$ cat config.mk
export PLATFORM = sky130hd
export DESIGN_NAME = ptbi_timebase
export DESIGN_NICKNAME = d
export VERILOG_FILES = /design/src/rtl/ptbi_pkg.sv /design/src/rtl/ptbi_timebase.sv
export SDC_FILE = /design/constraint.sdc
export NUM_CORES = 1
export LEC_CHECK = 0
export ABC_AREA = 1
export BUFFER_PORTS_ARGS = -buffer_cell sky130_fd_sc_hd__buf_4
export CORE_ASPECT_RATIO = 0.5
export CORE_MARGIN = 1.5
export CORE_UTILIZATION = 50
export CTS_BUF_LIST = sky130_fd_sc_hd__clkbuf_16
export CTS_CLUSTER_DIAMETER = 60
export DETAILED_ROUTE_END_ITERATION = 12
export HOLD_SLACK_MARGIN = 0.15
export PLACE_DENSITY = 0.87
export SETUP_SLACK_MARGIN = 0.4
export SKIP_LAST_GASP = 1
export SLEW_MARGIN = 20
export SYNTH_ARGS = -nofsm -noshare
export SYNTH_HDL_FRONTEND = slang
export SYNTH_SLANG_ARGS = --single-unit
$ cat constraint.sdc
create_clock -name pclk -period 1.8 [get_ports pclk]
set_clock_uncertainty 0.15 [all_clocks]
set_input_delay 0.36 -clock pclk [delete_from_list [all_inputs] [get_ports pclk]]
set_output_delay 0.36 -clock pclk [all_outputs]
set_load 0.005 [all_outputs]
$ cat src/rtl/ptbi_pkg.sv
package ptbi_pkg;

    // ----------------------------------------------------------------
    // register map (byte addresses, 32-bit aligned words)
    // ----------------------------------------------------------------
    localparam logic [7:0] PTBI_CTRL_ADDR = 8'h00;
    localparam logic [7:0] PTBI_IRQ_STATUS_ADDR = 8'h04;
    localparam logic [7:0] PTBI_IRQ_CLEAR_ADDR = 8'h08;
    localparam logic [7:0] PTBI_IRQ_ENABLE_ADDR = 8'h0c;
    localparam logic [7:0] PTBI_MODE_ADDR = 8'h10;

    // ----------------------------------------------------------------
    // timebase_control field positions
    // ----------------------------------------------------------------
    localparam int PTBI_FLAG_BIT = 7;
    localparam int PTBI_RATE_LO = 4;
    localparam int PTBI_ACK_BIT = 3;
    localparam int PTBI_IE_BIT = 2;
    localparam int PTBI_ON_BIT = 1;
    localparam logic [2:0] PTBI_RATE_RESET = 3'h0;

    // mode register: bit0 wait, bit1 stop, bit2 osc_in_stop_enable
    localparam int PTBI_WAIT_BIT = 0;
    localparam int PTBI_STOP_BIT = 1;
    localparam int PTBI_OSCSTOP_BIT = 2;

    // status/clear/enable layout: bit0 rollover event
    localparam int PTBI_EVT_BIT = 0;

    // divider chain bit whose rising edge marks each rate's event
    localparam int PTBI_TAP_0 = 14;
    localparam int PTBI_TAP_1 = 12;
    localparam int PTBI_TAP_2 = 10;
    localparam int PTBI_TAP_3 = 6;
    localparam int PTBI_TAP_4 = 5;
    localparam int PTBI_TAP_5 = 4;
    localparam int PTBI_TAP_6 = 3;
    localparam int PTBI_TAP_7 = 2;

    localparam int PTBI_STAGES = 15;
    localparam int PTBI_SYNC_STAGES = 2;

    typedef struct packed {
        logic [2:0] rate_select;
        logic irq_enable;
        logic module_enable;
    } ptbi_ctrl_t;

    typedef struct packed {
        logic wait_mode;
        logic stop_mode;
        logic osc_in_stop_enable;
    } ptbi_mode_t;

endpackage

$ cat src/rtl/ptbi_timebase.sv
`timescale 1ns/100ps
module ptbi_timebase
    import ptbi_pkg::*;
#(
    parameter int STAGES = PTBI_STAGES
) (
    // apb clock and reset
    input wire logic pclk,
    input wire logic presetn,
    // apb slave
    input wire logic psel,
    input wire logic penable,
    input wire logic pwrite,
    input wire logic [7:0] paddr,
    input wire logic [31:0] pwdata,
    output logic [31:0] prdata,
    output logic pready,
    output logic pslverr,
    // crystal clock pin, sampled
    input wire logic crystal_clock,
    // interrupt
    output logic irq
);

    // ----------------------------------------------------------------
    // crystal clock synchroniser and edge detect
    // ----------------------------------------------------------------
    logic xtal_meta;
    logic xtal_sync;
    logic xtal_prev;
    logic xtal_rise;

    always_ff @(posedge pclk or negedge presetn) begin
        if (!presetn) begin
            xtal_meta <= 1'b0;
            xtal_sync <= 1'b0;
            xtal_prev <= 1'b0;
        end else begin
            xtal_meta <= crystal_clock;
            xtal_sync <= xtal_meta;
            xtal_prev <= xtal_sync;
        end
    end

    // one tick per crystal period; pclk must be well above 65.5 kHz
    assign xtal_rise = xtal_sync & ~xtal_prev;

    // ----------------------------------------------------------------
    // control state
    // ----------------------------------------------------------------
    ptbi_ctrl_t ctrl;
    ptbi_mode_t mode;
    logic pending_flag;
    logic evt_status;
    logic evt_enable;
    logic [STAGES-1:0] chain;
    logic [STAGES-1:0] next_chain;
    logic chain_run;
    logic tap_now;
    logic tap_next;
    logic overflow;

    logic wr_en;
    logic rd_en;
    logic reg_locked;
    logic addr_ok;
    logic ack_write;
    logic clr_write;

    // the cpu cannot reach the control register in wait or stop
    assign reg_locked = mode.wait_mode | mode.stop_mode;

    function automatic logic known_addr(input logic [7:0] a);
        return (a == PTBI_CTRL_ADDR) || (a == PTBI_IRQ_STATUS_ADDR) ||
            (a == PTBI_IRQ_CLEAR_ADDR) || (a == PTBI_IRQ_ENABLE_ADDR) ||
            (a == PTBI_MODE_ADDR);
    endfunction

    assign addr_ok = known_addr(paddr);
    assign wr_en = psel & penable & pwrite & addr_ok;
    // read data is captured in the setup cycle so it stands with pready
    assign rd_en = psel & ~penable & ~pwrite;

    // ctrl access blocked while locked; write is dropped
    assign ack_write = wr_en && (paddr == PTBI_CTRL_ADDR) && !reg_locked &&
        pwdata[PTBI_ACK_BIT];
    assign clr_write = wr_en && (paddr == PTBI_IRQ_CLEAR_ADDR) && pwdata[PTBI_EVT_BIT];

    // ----------------------------------------------------------------
    // control register
    // ----------------------------------------------------------------
    always_ff @(posedge pclk or negedge presetn) begin
        if (!presetn) begin
            ctrl.rate_select <= PTBI_RATE_RESET;
            ctrl.irq_enable <= 1'b0;
            ctrl.module_enable <= 1'b0;
        end else if (wr_en && paddr == PTBI_CTRL_ADDR && !reg_locked) begin
            // rate is stored even when enabled; software must not do that
            ctrl.rate_select <= pwdata[PTBI_RATE_LO +: 3];
            ctrl.irq_enable <= pwdata[PTBI_IE_BIT];
            ctrl.module_enable <= pwdata[PTBI_ON_BIT];
        end
    end

    always_ff @(posedge pclk or negedge presetn) begin
        if (!presetn) begin
            mode <= '0;
        end else if (wr_en && paddr == PTBI_MODE_ADDR) begin
            mode.wait_mode <= pwdata[PTBI_WAIT_BIT];
            mode.stop_mode <= pwdata[PTBI_STOP_BIT];
            mode.osc_in_stop_enable <= pwdata[PTBI_OSCSTOP_BIT];
        end
    end

    // ----------------------------------------------------------------
    // divider chain
    // ----------------------------------------------------------------
    // stop freezes the chain unless the oscillator keeps running
    assign chain_run = ~mode.stop_mode | mode.osc_in_stop_enable;

    function automatic logic tap_bit(input logic [STAGES-1:0] c, input logic [2:0] r);
        unique case (r)
            3'h0: return c[PTBI_TAP_0];
            3'h1: return c[PTBI_TAP_1];
            3'h2: return c[PTBI_TAP_2];
            3'h3: return c[PTBI_TAP_3];
            3'h4: return c[PTBI_TAP_4];
            3'h5: return c[PTBI_TAP_5];
            3'h6: return c[PTBI_TAP_6];
            3'h7: return c[PTBI_TAP_7];
        endcase
    endfunction

    always_comb begin
        next_chain = chain;
        if (xtal_rise && chain_run) begin
            next_chain = chain + {{(STAGES-1){1'b0}}, 1'b1};
        end
    end

    always_ff @(posedge pclk or negedge presetn) begin
        if (!presetn) begin
            chain <= '0;
        end else if (!ctrl.module_enable) begin
            chain <= '0;
        end else begin
            chain <= next_chain;
        end
    end

    // the tap is the msb of the selected divide, so its rising edge
    // comes half a period after start, then every full period
    assign tap_now = tap_bit(chain, ctrl.rate_select);
    assign tap_next = tap_bit(next_chain, ctrl.rate_select);
    assign overflow = ctrl.module_enable & ~tap_now & tap_next;

    // ----------------------------------------------------------------
    // pending flag and interrupt
    // ----------------------------------------------------------------
    always_ff @(posedge pclk or negedge presetn) begin
        if (!presetn) begin
            pending_flag <= 1'b0;
        end else if (overflow) begin
            pending_flag <= 1'b1;
        end else if (ack_write) begin
            pending_flag <= 1'b0;
        end
    end

    always_ff @(posedge pclk or negedge presetn) begin
        if (!presetn) begin
            evt_status <= 1'b0;
        end else if (overflow) begin
            evt_status <= 1'b1;
        end else if (clr_write || ack_write) begin
            evt_status <= 1'b0;
        end
    end

    always_ff @(posedge pclk or negedge presetn) begin
        if (!presetn) begin
            evt_enable <= 1'b0;
        end else if (wr_en && paddr == PTBI_IRQ_ENABLE_ADDR) begin
            evt_enable <= pwdata[PTBI_EVT_BIT];
        end
    end

    // registered: one cycle behind the flag
    always_ff @(posedge pclk or negedge presetn) begin
        if (!presetn) begin
            irq <= 1'b0;
        end else begin
            irq <= (pending_flag & ctrl.irq_enable) | (evt_status & evt_enable);
        end
    end

    // ----------------------------------------------------------------
    // apb answer: zero wait states
    // ----------------------------------------------------------------
    always_ff @(posedge pclk or negedge presetn) begin
        if (!presetn) begin
            pready <= 1'b0;
            pslverr <= 1'b0;
        end else begin
            pready <= psel & ~penable;
            pslverr <= psel & ~penable & ~known_addr(paddr);
        end
    end

    always_ff @(posedge pclk or negedge presetn) begin
        if (!presetn) begin
            prdata <= '0;
        end else if (rd_en) begin
            prdata <= '0;
            unique case (paddr)
                PTBI_CTRL_ADDR: begin
                    if (!reg_locked) begin
                        prdata[PTBI_FLAG_BIT] <= pending_flag;
                        prdata[PTBI_RATE_LO +: 3] <= ctrl.rate_select;
                        prdata[PTBI_ACK_BIT] <= 1'b0;
                        prdata[PTBI_IE_BIT] <= ctrl.irq_enable;
                        prdata[PTBI_ON_BIT] <= ctrl.module_enable;
                    end
                end
                PTBI_IRQ_STATUS_ADDR: prdata[PTBI_EVT_BIT] <= evt_status;
                PTBI_IRQ_ENABLE_ADDR: prdata[PTBI_EVT_BIT] <= evt_enable;
                PTBI_MODE_ADDR: begin
                    prdata[PTBI_WAIT_BIT] <= mode.wait_mode;
                    prdata[PTBI_STOP_BIT] <= mode.stop_mode;
                    prdata[PTBI_OSCSTOP_BIT] <= mode.osc_in_stop_enable;
                end
                default: prdata <= '0;
            endcase
        end
    end

endmodule

# Word-level counts from Yosys, hierarchy flattened
# Index checks and enable logic that the tools add are counted.
[totals]
elab_cells = 81
register_bits = 40
in_bits = 46
[op_classes]
reduce_logical = 18
muxes = 12
eq_ne = 12
bitwise_logic = 20
add_sub_neg = 1
[ops]
columns = ["operator", "n"]
rows = [
  ["$mux W15", 2],
  ["$eq A8 B4 Y1 const B", 2],
  ["$pmux W1 S8", 2],
  ["$add A15 B1 Y15 const B", 1],
  ["$eq A3 B3 Y1 const B", 4],
  ["$and A1 B1 Y1", 11],
  ["$eq A8 B3 Y1 const B", 1],
  ["$eq A8 B5 Y1 const B", 1],
  ["$logic_and A1 B1 Y1", 8],
  ["$logic_not A8 Y1", 1],
  ["$mux W7", 1],
  ["$eq A3 B2 Y1 const B", 2],
  ["$not A1 Y1", 6],
  ["$logic_or A1 B1 Y1", 5],
  ["$mux W5", 1],
  ["$mux W1", 4],
  ["$pmux W2 S2", 1],
  ["$reduce_bool A2 Y1", 2],
  ["$eq A3 B1 Y1 const B", 1],
  ["$logic_not A3 Y1", 1],
  ["$or A1 B1 Y1", 3],
  ["$pmux W1 S3", 1],
  ["$ne A2 B1 Y1 const B", 1],
  ["$logic_not A1 Y1", 1],
]

# Longest topological paths before layout
[logic_depth]
ltp_word = 12
mapped_depth = 12

# Least setup slack after synthesis
# No wires, ideal clock.
[synth_timing]
path_kind = "register -> register"
from = "register chain[0]"
to = "register evt_status"
n_path_buf = 0
synth_period_minus_slack_ns = 1.529
arrival_time_ns = 1.261
setup_ns = 0.118
path_stages_with_launch = 11
path_slack_ns = 0.271
path_cell_list = "dfrtp_1 > ha_1 > nand2_2 > nor2_8 > nand4_1 > nand3_1 > nand2_1 > clkinv_1 > nand4_1 > nand2_1 > nand2_1"
[synth_via]
elab_chain_len = 5
elab_cells_between_ends = 6
classes_between = "1 x add/sub; 3 x mux; 1 x bitwise; 1 x reduce/logical"
[synth_lines]
columns = ["item", "line", "rtl"]
rows = [
  ["from (decl)", "ptbi_timebase.sv:56", "logic [STAGES-1:0] chain;"],
  ["from (signal assigned)", "ptbi_timebase.sv:147", "chain <= next_chain;"],
  ["$add A15 B1 Y15 (*)", "ptbi_timebase.sv:137", "next_chain = chain + {{(STAGES-1){1'b0}}, 1'b1};"],
  ["$mux W15 (*)", "ptbi_timebase.sv:136", "if (xtal_rise && chain_run) begin"],
  ["$pmux W1 S8 (*)", "ptbi_timebase.sv:122", "unique case (r)"],
  ["$and A1 B1 Y1 (*)", "ptbi_timebase.sv:155", "assign overflow = ctrl.module_enable & ~tap_now & tap_next;"],
  ["$mux W1 or $reduce_bool A2 Y1 (tied branches)", "n/a", ""],
  ["to (signal assigned)", "ptbi_timebase.sv:172", "evt_status <= 1'b0;"],
  ["to (signal assigned)", "ptbi_timebase.sv:174", "evt_status <= 1'b1;"],
  ["to (signal assigned)", "ptbi_timebase.sv:176", "evt_status <= 1'b0;"],
  ["to (decl)", "ptbi_timebase.sv:54", "logic evt_status;"],
]
# Every way passes the cells marked *; elsewhere a longest branch is shown, timed or not. The select of a mux whose other input is x is not followed.
# A chain may end at the register's enable or synchronous reset.

# Worst setup path in the final report
[layout_timing]
from = "register ctrl[4] (netlist bit)"
to = "register pending_flag"
[layout_via]
elab_chain_len = 6
elab_cells_between_ends = 15
classes_between = "7 x eq/ne; 3 x mux; 3 x bitwise; 2 x reduce/logical"
[layout_lines]
columns = ["item", "line", "rtl"]
rows = [
  ["from (decl)", "ptbi_timebase.sv:51", "ptbi_ctrl_t ctrl;"],
  ["$eq A3 B3 Y1 (tied with other cells)", "ptbi_timebase.sv:122", ""],
  ["$pmux W1 S8", "ptbi_timebase.sv:122", ""],
  ["$not A1 Y1", "ptbi_timebase.sv:155", ""],
  ["$and A1 B1 Y1", "ptbi_timebase.sv:155", ""],
  ["$and A1 B1 Y1 (*)", "ptbi_timebase.sv:155", ""],
  ["$mux W1 or $reduce_bool A2 Y1 (tied branches)", "n/a", ""],
  ["to (signal assigned)", "ptbi_timebase.sv:162", "pending_flag <= 1'b0;"],
  ["to (signal assigned)", "ptbi_timebase.sv:164", "pending_flag <= 1'b1;"],
  ["to (signal assigned)", "ptbi_timebase.sv:166", "pending_flag <= 1'b0;"],
  ["to (decl)", "ptbi_timebase.sv:53", "logic pending_flag;"],
]
# Every way passes the cells marked *; elsewhere a longest branch is shown, timed or not.

==> reports/results.tsv <==
stage	metric	value	unit
outcome	status	finished with violations	
outcome	violations_in_the_final_reports	negative setup slack	
clock_network	tritoncts	yes	
routing	detailedRoute.firstIterationViolations	223	
clock_network	number_of_buffers_created_by_cts	5	
layout	num_antenna_cells	0	
synth	proportion_of_synthesized_chip_area_in_sequential_cells	41.9	%
synth	synthDominantAreaCellType	sky130_fd_sc_hd__dfrtp_1	
timing	period_minus_slack	1.82	ns
routing	route.detailed.vias_per_inst	5.63	
synth	postSynth.topFlopCell	sky130_fd_sc_hd__dfrtp_1	
layout	fin_util	69.9	%
global_route	grtUsageTotal	23.8	%
layout	finalNetCount	402	
synth	adder_and_majority_cell_fraction_of_the_synthesized_area	0.538	%
timing	post-route-period-util	101	%
routing	drc_errors	0	
power_and_ir_drop	power_leakage	1.48	nW
clock_network	clock_tree.htree_level_count	2	
synth	synth_top_family_by_area	simple AND/OR/NAND/NOR gates	
place	sum_of_net_half_perimeters_after_detailed_placement	3780	um
global_route	global_route_wire_length_before_repair	9490	um
synth	synthMuxAreaShare	0.430	%
floorplan	floorplan.initialDensity	52.4	%
power_and_ir_drop	power_density	667	nW/um^2
global_route	grt_max_degree	40	
timing	worst_slack	-0.0165	ns
routing	vias	2324	
layout	layout.cell_area.non_filler	3110	sq um
power_and_ir_drop	max-vdd-ir-drop	0.397	mV
synth	synth_top_cells_by_count	sky130_fd_sc_hd__nand2_1 (62), sky130_fd_sc_hd__dfrtp_1 (39), sky130_fd_sc_hd__inv_1 (39)	
synth	postSynthCellCount	298	
timing	final-hold-violation-count	0	
synth	edff_count_synth	0	
timing	setup_tns	-0.0259	ns
clock_network	clk_transition_reported_paths	0.06	ns
setup_path	critPathLaunchType	flop	
timing	timing.final.max_slew_violations	0	
synth	netlist.area_leader.share	41.9	%
timing	unrepaired_setup_endpoints_after_global_routing	true	
floorplan	die-area	5100	sq um
clock_network	clk_root_buffer_cell	sky130_fd_sc_hd__clkbuf_16	
floorplan	die_height	51.2	um
layout	layout-area-overhead-vs-synth	33.5	%
synth	synthXorXnorAreaFrac	0.376	%
clock_network	clk_latency	0.29	ns
power_and_ir_drop	report.power.total	2.07	mW
synth	synth.top_cells.by_area	sky130_fd_sc_hd__dfrtp_1 (42%), sky130_fd_sc_hd__nand2_1 (10%), sky130_fd_sc_hd__buf_4 (8.1%)	
synth	avg_cell_area_syn	7.81	sq um
timing	report.final.setup_viol	2	
place	port-buffer-count	30	
floorplan	floorplan.rows	17	
place	placement.cell_area	2550	sq um
routing	routed_wire_length_per_instance	16.1	um
clock_network	ctsLongestPathBuffers	2	
synth	synth-seq-cells	39	
global_route	grt_remaining_overflow	0	
synth	syn_warnings	0	
setup_path	criticalPathCategory	flop to flop	
min_path	hold_class	input port to flop	
synth	synthDistinctLibCells	38	
floorplan	die_width	99.5	um
routing	wl	6650	um
synth	postSynth.asyncResetShare	100	%
setup_path	critPathRequiredTime	1.83	ns
setup_path	timing.critical_path.arrival	1.85	ns
place	place_congestion	0.838	
synth	netlist_area	2330	sq um
floorplan	coreArea	4450	sq um
synth	yosys.area_share.simple	31.4	%
synth	synth.most_common_cell	sky130_fd_sc_hd__nand2_1	
floorplan	number_of_i_o_pins	81	
global_route	grt_pass1_vias	2119	
synth	synth-compound-area-share	8.87	%
setup_path	crit_path_max_fanout	6	
flow_run	max-cap-violations	0	
clock_network	numClockSinks	39	
global_route	antenna_violations_before_repair	0	
routing	drtAntennaViolNets	0	
layout	fraction_of_layout_cells_with_a_size_suffix_above_1	36.2	%
routing	dr.pass1.iters	6	
timing	max_freq	551	MHz
setup_path	endpoint_kind	flop	
==> sequential cells by signal, summed over array words and instances, names as in the netlist, 3 cells and up <==
signal  count
prdata      7
ctrl        5
chain      15
mode        3
==> worst paths after layout <==
path                                     start                  endpoint  slack (ns)  cells after the start
setup / recovery           ctrl[4]$_DFFE_PN0P_  pending_flag$_DFFE_PN0P_       -0.02                      9
min in group asynchronous              presetn        chain[6]$_DFF_PN0_        0.42                      2
hold / removal                       pwdata[6]       ctrl[4]$_DFFE_PN0P_        0.16                      3
setup reg to reg           ctrl[4]$_DFFE_PN0P_  pending_flag$_DFFE_PN0P_       -0.02                      9
max in group asynchronous              presetn        chain[4]$_DFF_PN0_        0.70                      2
hold reg to reg            xtal_meta$_DFF_PN0_       xtal_sync$_DFF_PN0_        0.20                      0
==> placed cells by master (no fill, tap or decap), types with 4 or more instances in the layout <==
| cell type | synthesis | layout |
|---|---|---|
| sky130_fd_sc_hd__a21oi_1 | 9 | 6 |
| sky130_fd_sc_hd__a21oi_2 | 1 | 4 |
| sky130_fd_sc_hd__buf_4 | 25 | 45 |
| sky130_fd_sc_hd__clkbuf_16 | 0 | 5 |
| sky130_fd_sc_hd__conb_1 | 1 | 25 |
| sky130_fd_sc_hd__dfrtp_1 | 39 | 38 |
| sky130_fd_sc_hd__dlygate4sd3_1 | 0 | 4 |
| sky130_fd_sc_hd__inv_1 | 39 | 32 |
| sky130_fd_sc_hd__inv_2 | 2 | 7 |
| sky130_fd_sc_hd__nand2_1 | 62 | 48 |
| sky130_fd_sc_hd__nand2_2 | 6 | 17 |
| sky130_fd_sc_hd__nand3_1 | 20 | 10 |
| sky130_fd_sc_hd__nand3_2 | 2 | 11 |
| sky130_fd_sc_hd__nand4_1 | 6 | 6 |
| sky130_fd_sc_hd__nor2_1 | 22 | 17 |
| sky130_fd_sc_hd__nor2_2 | 4 | 4 |
| sky130_fd_sc_hd__nor2_4 | 3 | 9 |
| sky130_fd_sc_hd__nor3_1 | 13 | 12 |
| sky130_fd_sc_hd__o21ai_1 | 9 | 15 |
==> per-layer routing <==
metal  routed length (um)  GRT usage (%)  vias up
met2                 3310           46.2      169
met3                  551           5.20       35
li1                     -              -     1019
met5                    0              0        -
met4                  267           8.45        0
met1                 2520           26.2     1101
==> final cells by class <==
type                    instances  area, sq um
clock buffers                   5          125
well taps                      57         71.3
clock inverters                 3         42.5
repair buffers                 52          412
inverters                      45          183
flip-flops and latches         39          977
multi-input cells             212         1300
fillers                       289         1340
==> power by group <==
part | switching, mW | leakage, nW | internal, mW
registers | 0.00676 | 0.521 | 0.887
logic | 0.0945 | 0.880 | 0.0681
clock network | 0.362 | 0.0818 | 0.654
==> worst max-delay path, stage by stage, from the launching register on <==
cell	delay [ns]
sky130_fd_sc_hd__dfrtp_1	0.44
sky130_fd_sc_hd__inv_1	0.17
sky130_fd_sc_hd__nor3_1	0.33
sky130_fd_sc_hd__nand2_1	0.15
sky130_fd_sc_hd__nand2_1	0.11
sky130_fd_sc_hd__nor2_1	0.05
sky130_fd_sc_hd__nand4_1	0.09
sky130_fd_sc_hd__a21oi_2	0.07
sky130_fd_sc_hd__nand2_2	0.10
sky130_fd_sc_hd__nand2_1	0.06
==> timing repair <==
action | in CTS | in global routing
hold buffers | 3 | 1
gates cloned | 2 | 0
endpoints found under the setup margin | 23 | 33
hold endpoints to repair | 41 | 1
gates resized for setup | 27 | 44
buffers inserted | 6 | 8
pin swaps | 6 | 23
==> through the flow <==
step / hold WS (ns) / setup slack (ns) / cells
6_report: 0.164 / -0.0165 / 413
5_1_grt: 0.176 / -0.0953 / 413
4_1_cts: 0.156 / 0.106 / 404
3_5_place_dp: 0.189 / 0.0135 / 385
3_3_place_gp: 0.185 / 0.0790 / 385
2_1_floorplan: -0.0856 / 0.272 / 322
==> cell families after synthesis <==
family | count (synthesis)
XOR/XNOR | 1
flip-flops | 39
AND/OR/NAND/NOR | 145
adder cells (fa/ha/maj) | 1
AO/OA/AOI/OAI | 37
other | 1
buffers and inverters | 73
multiplexers | 1
(Power assumes the default switching activity.)
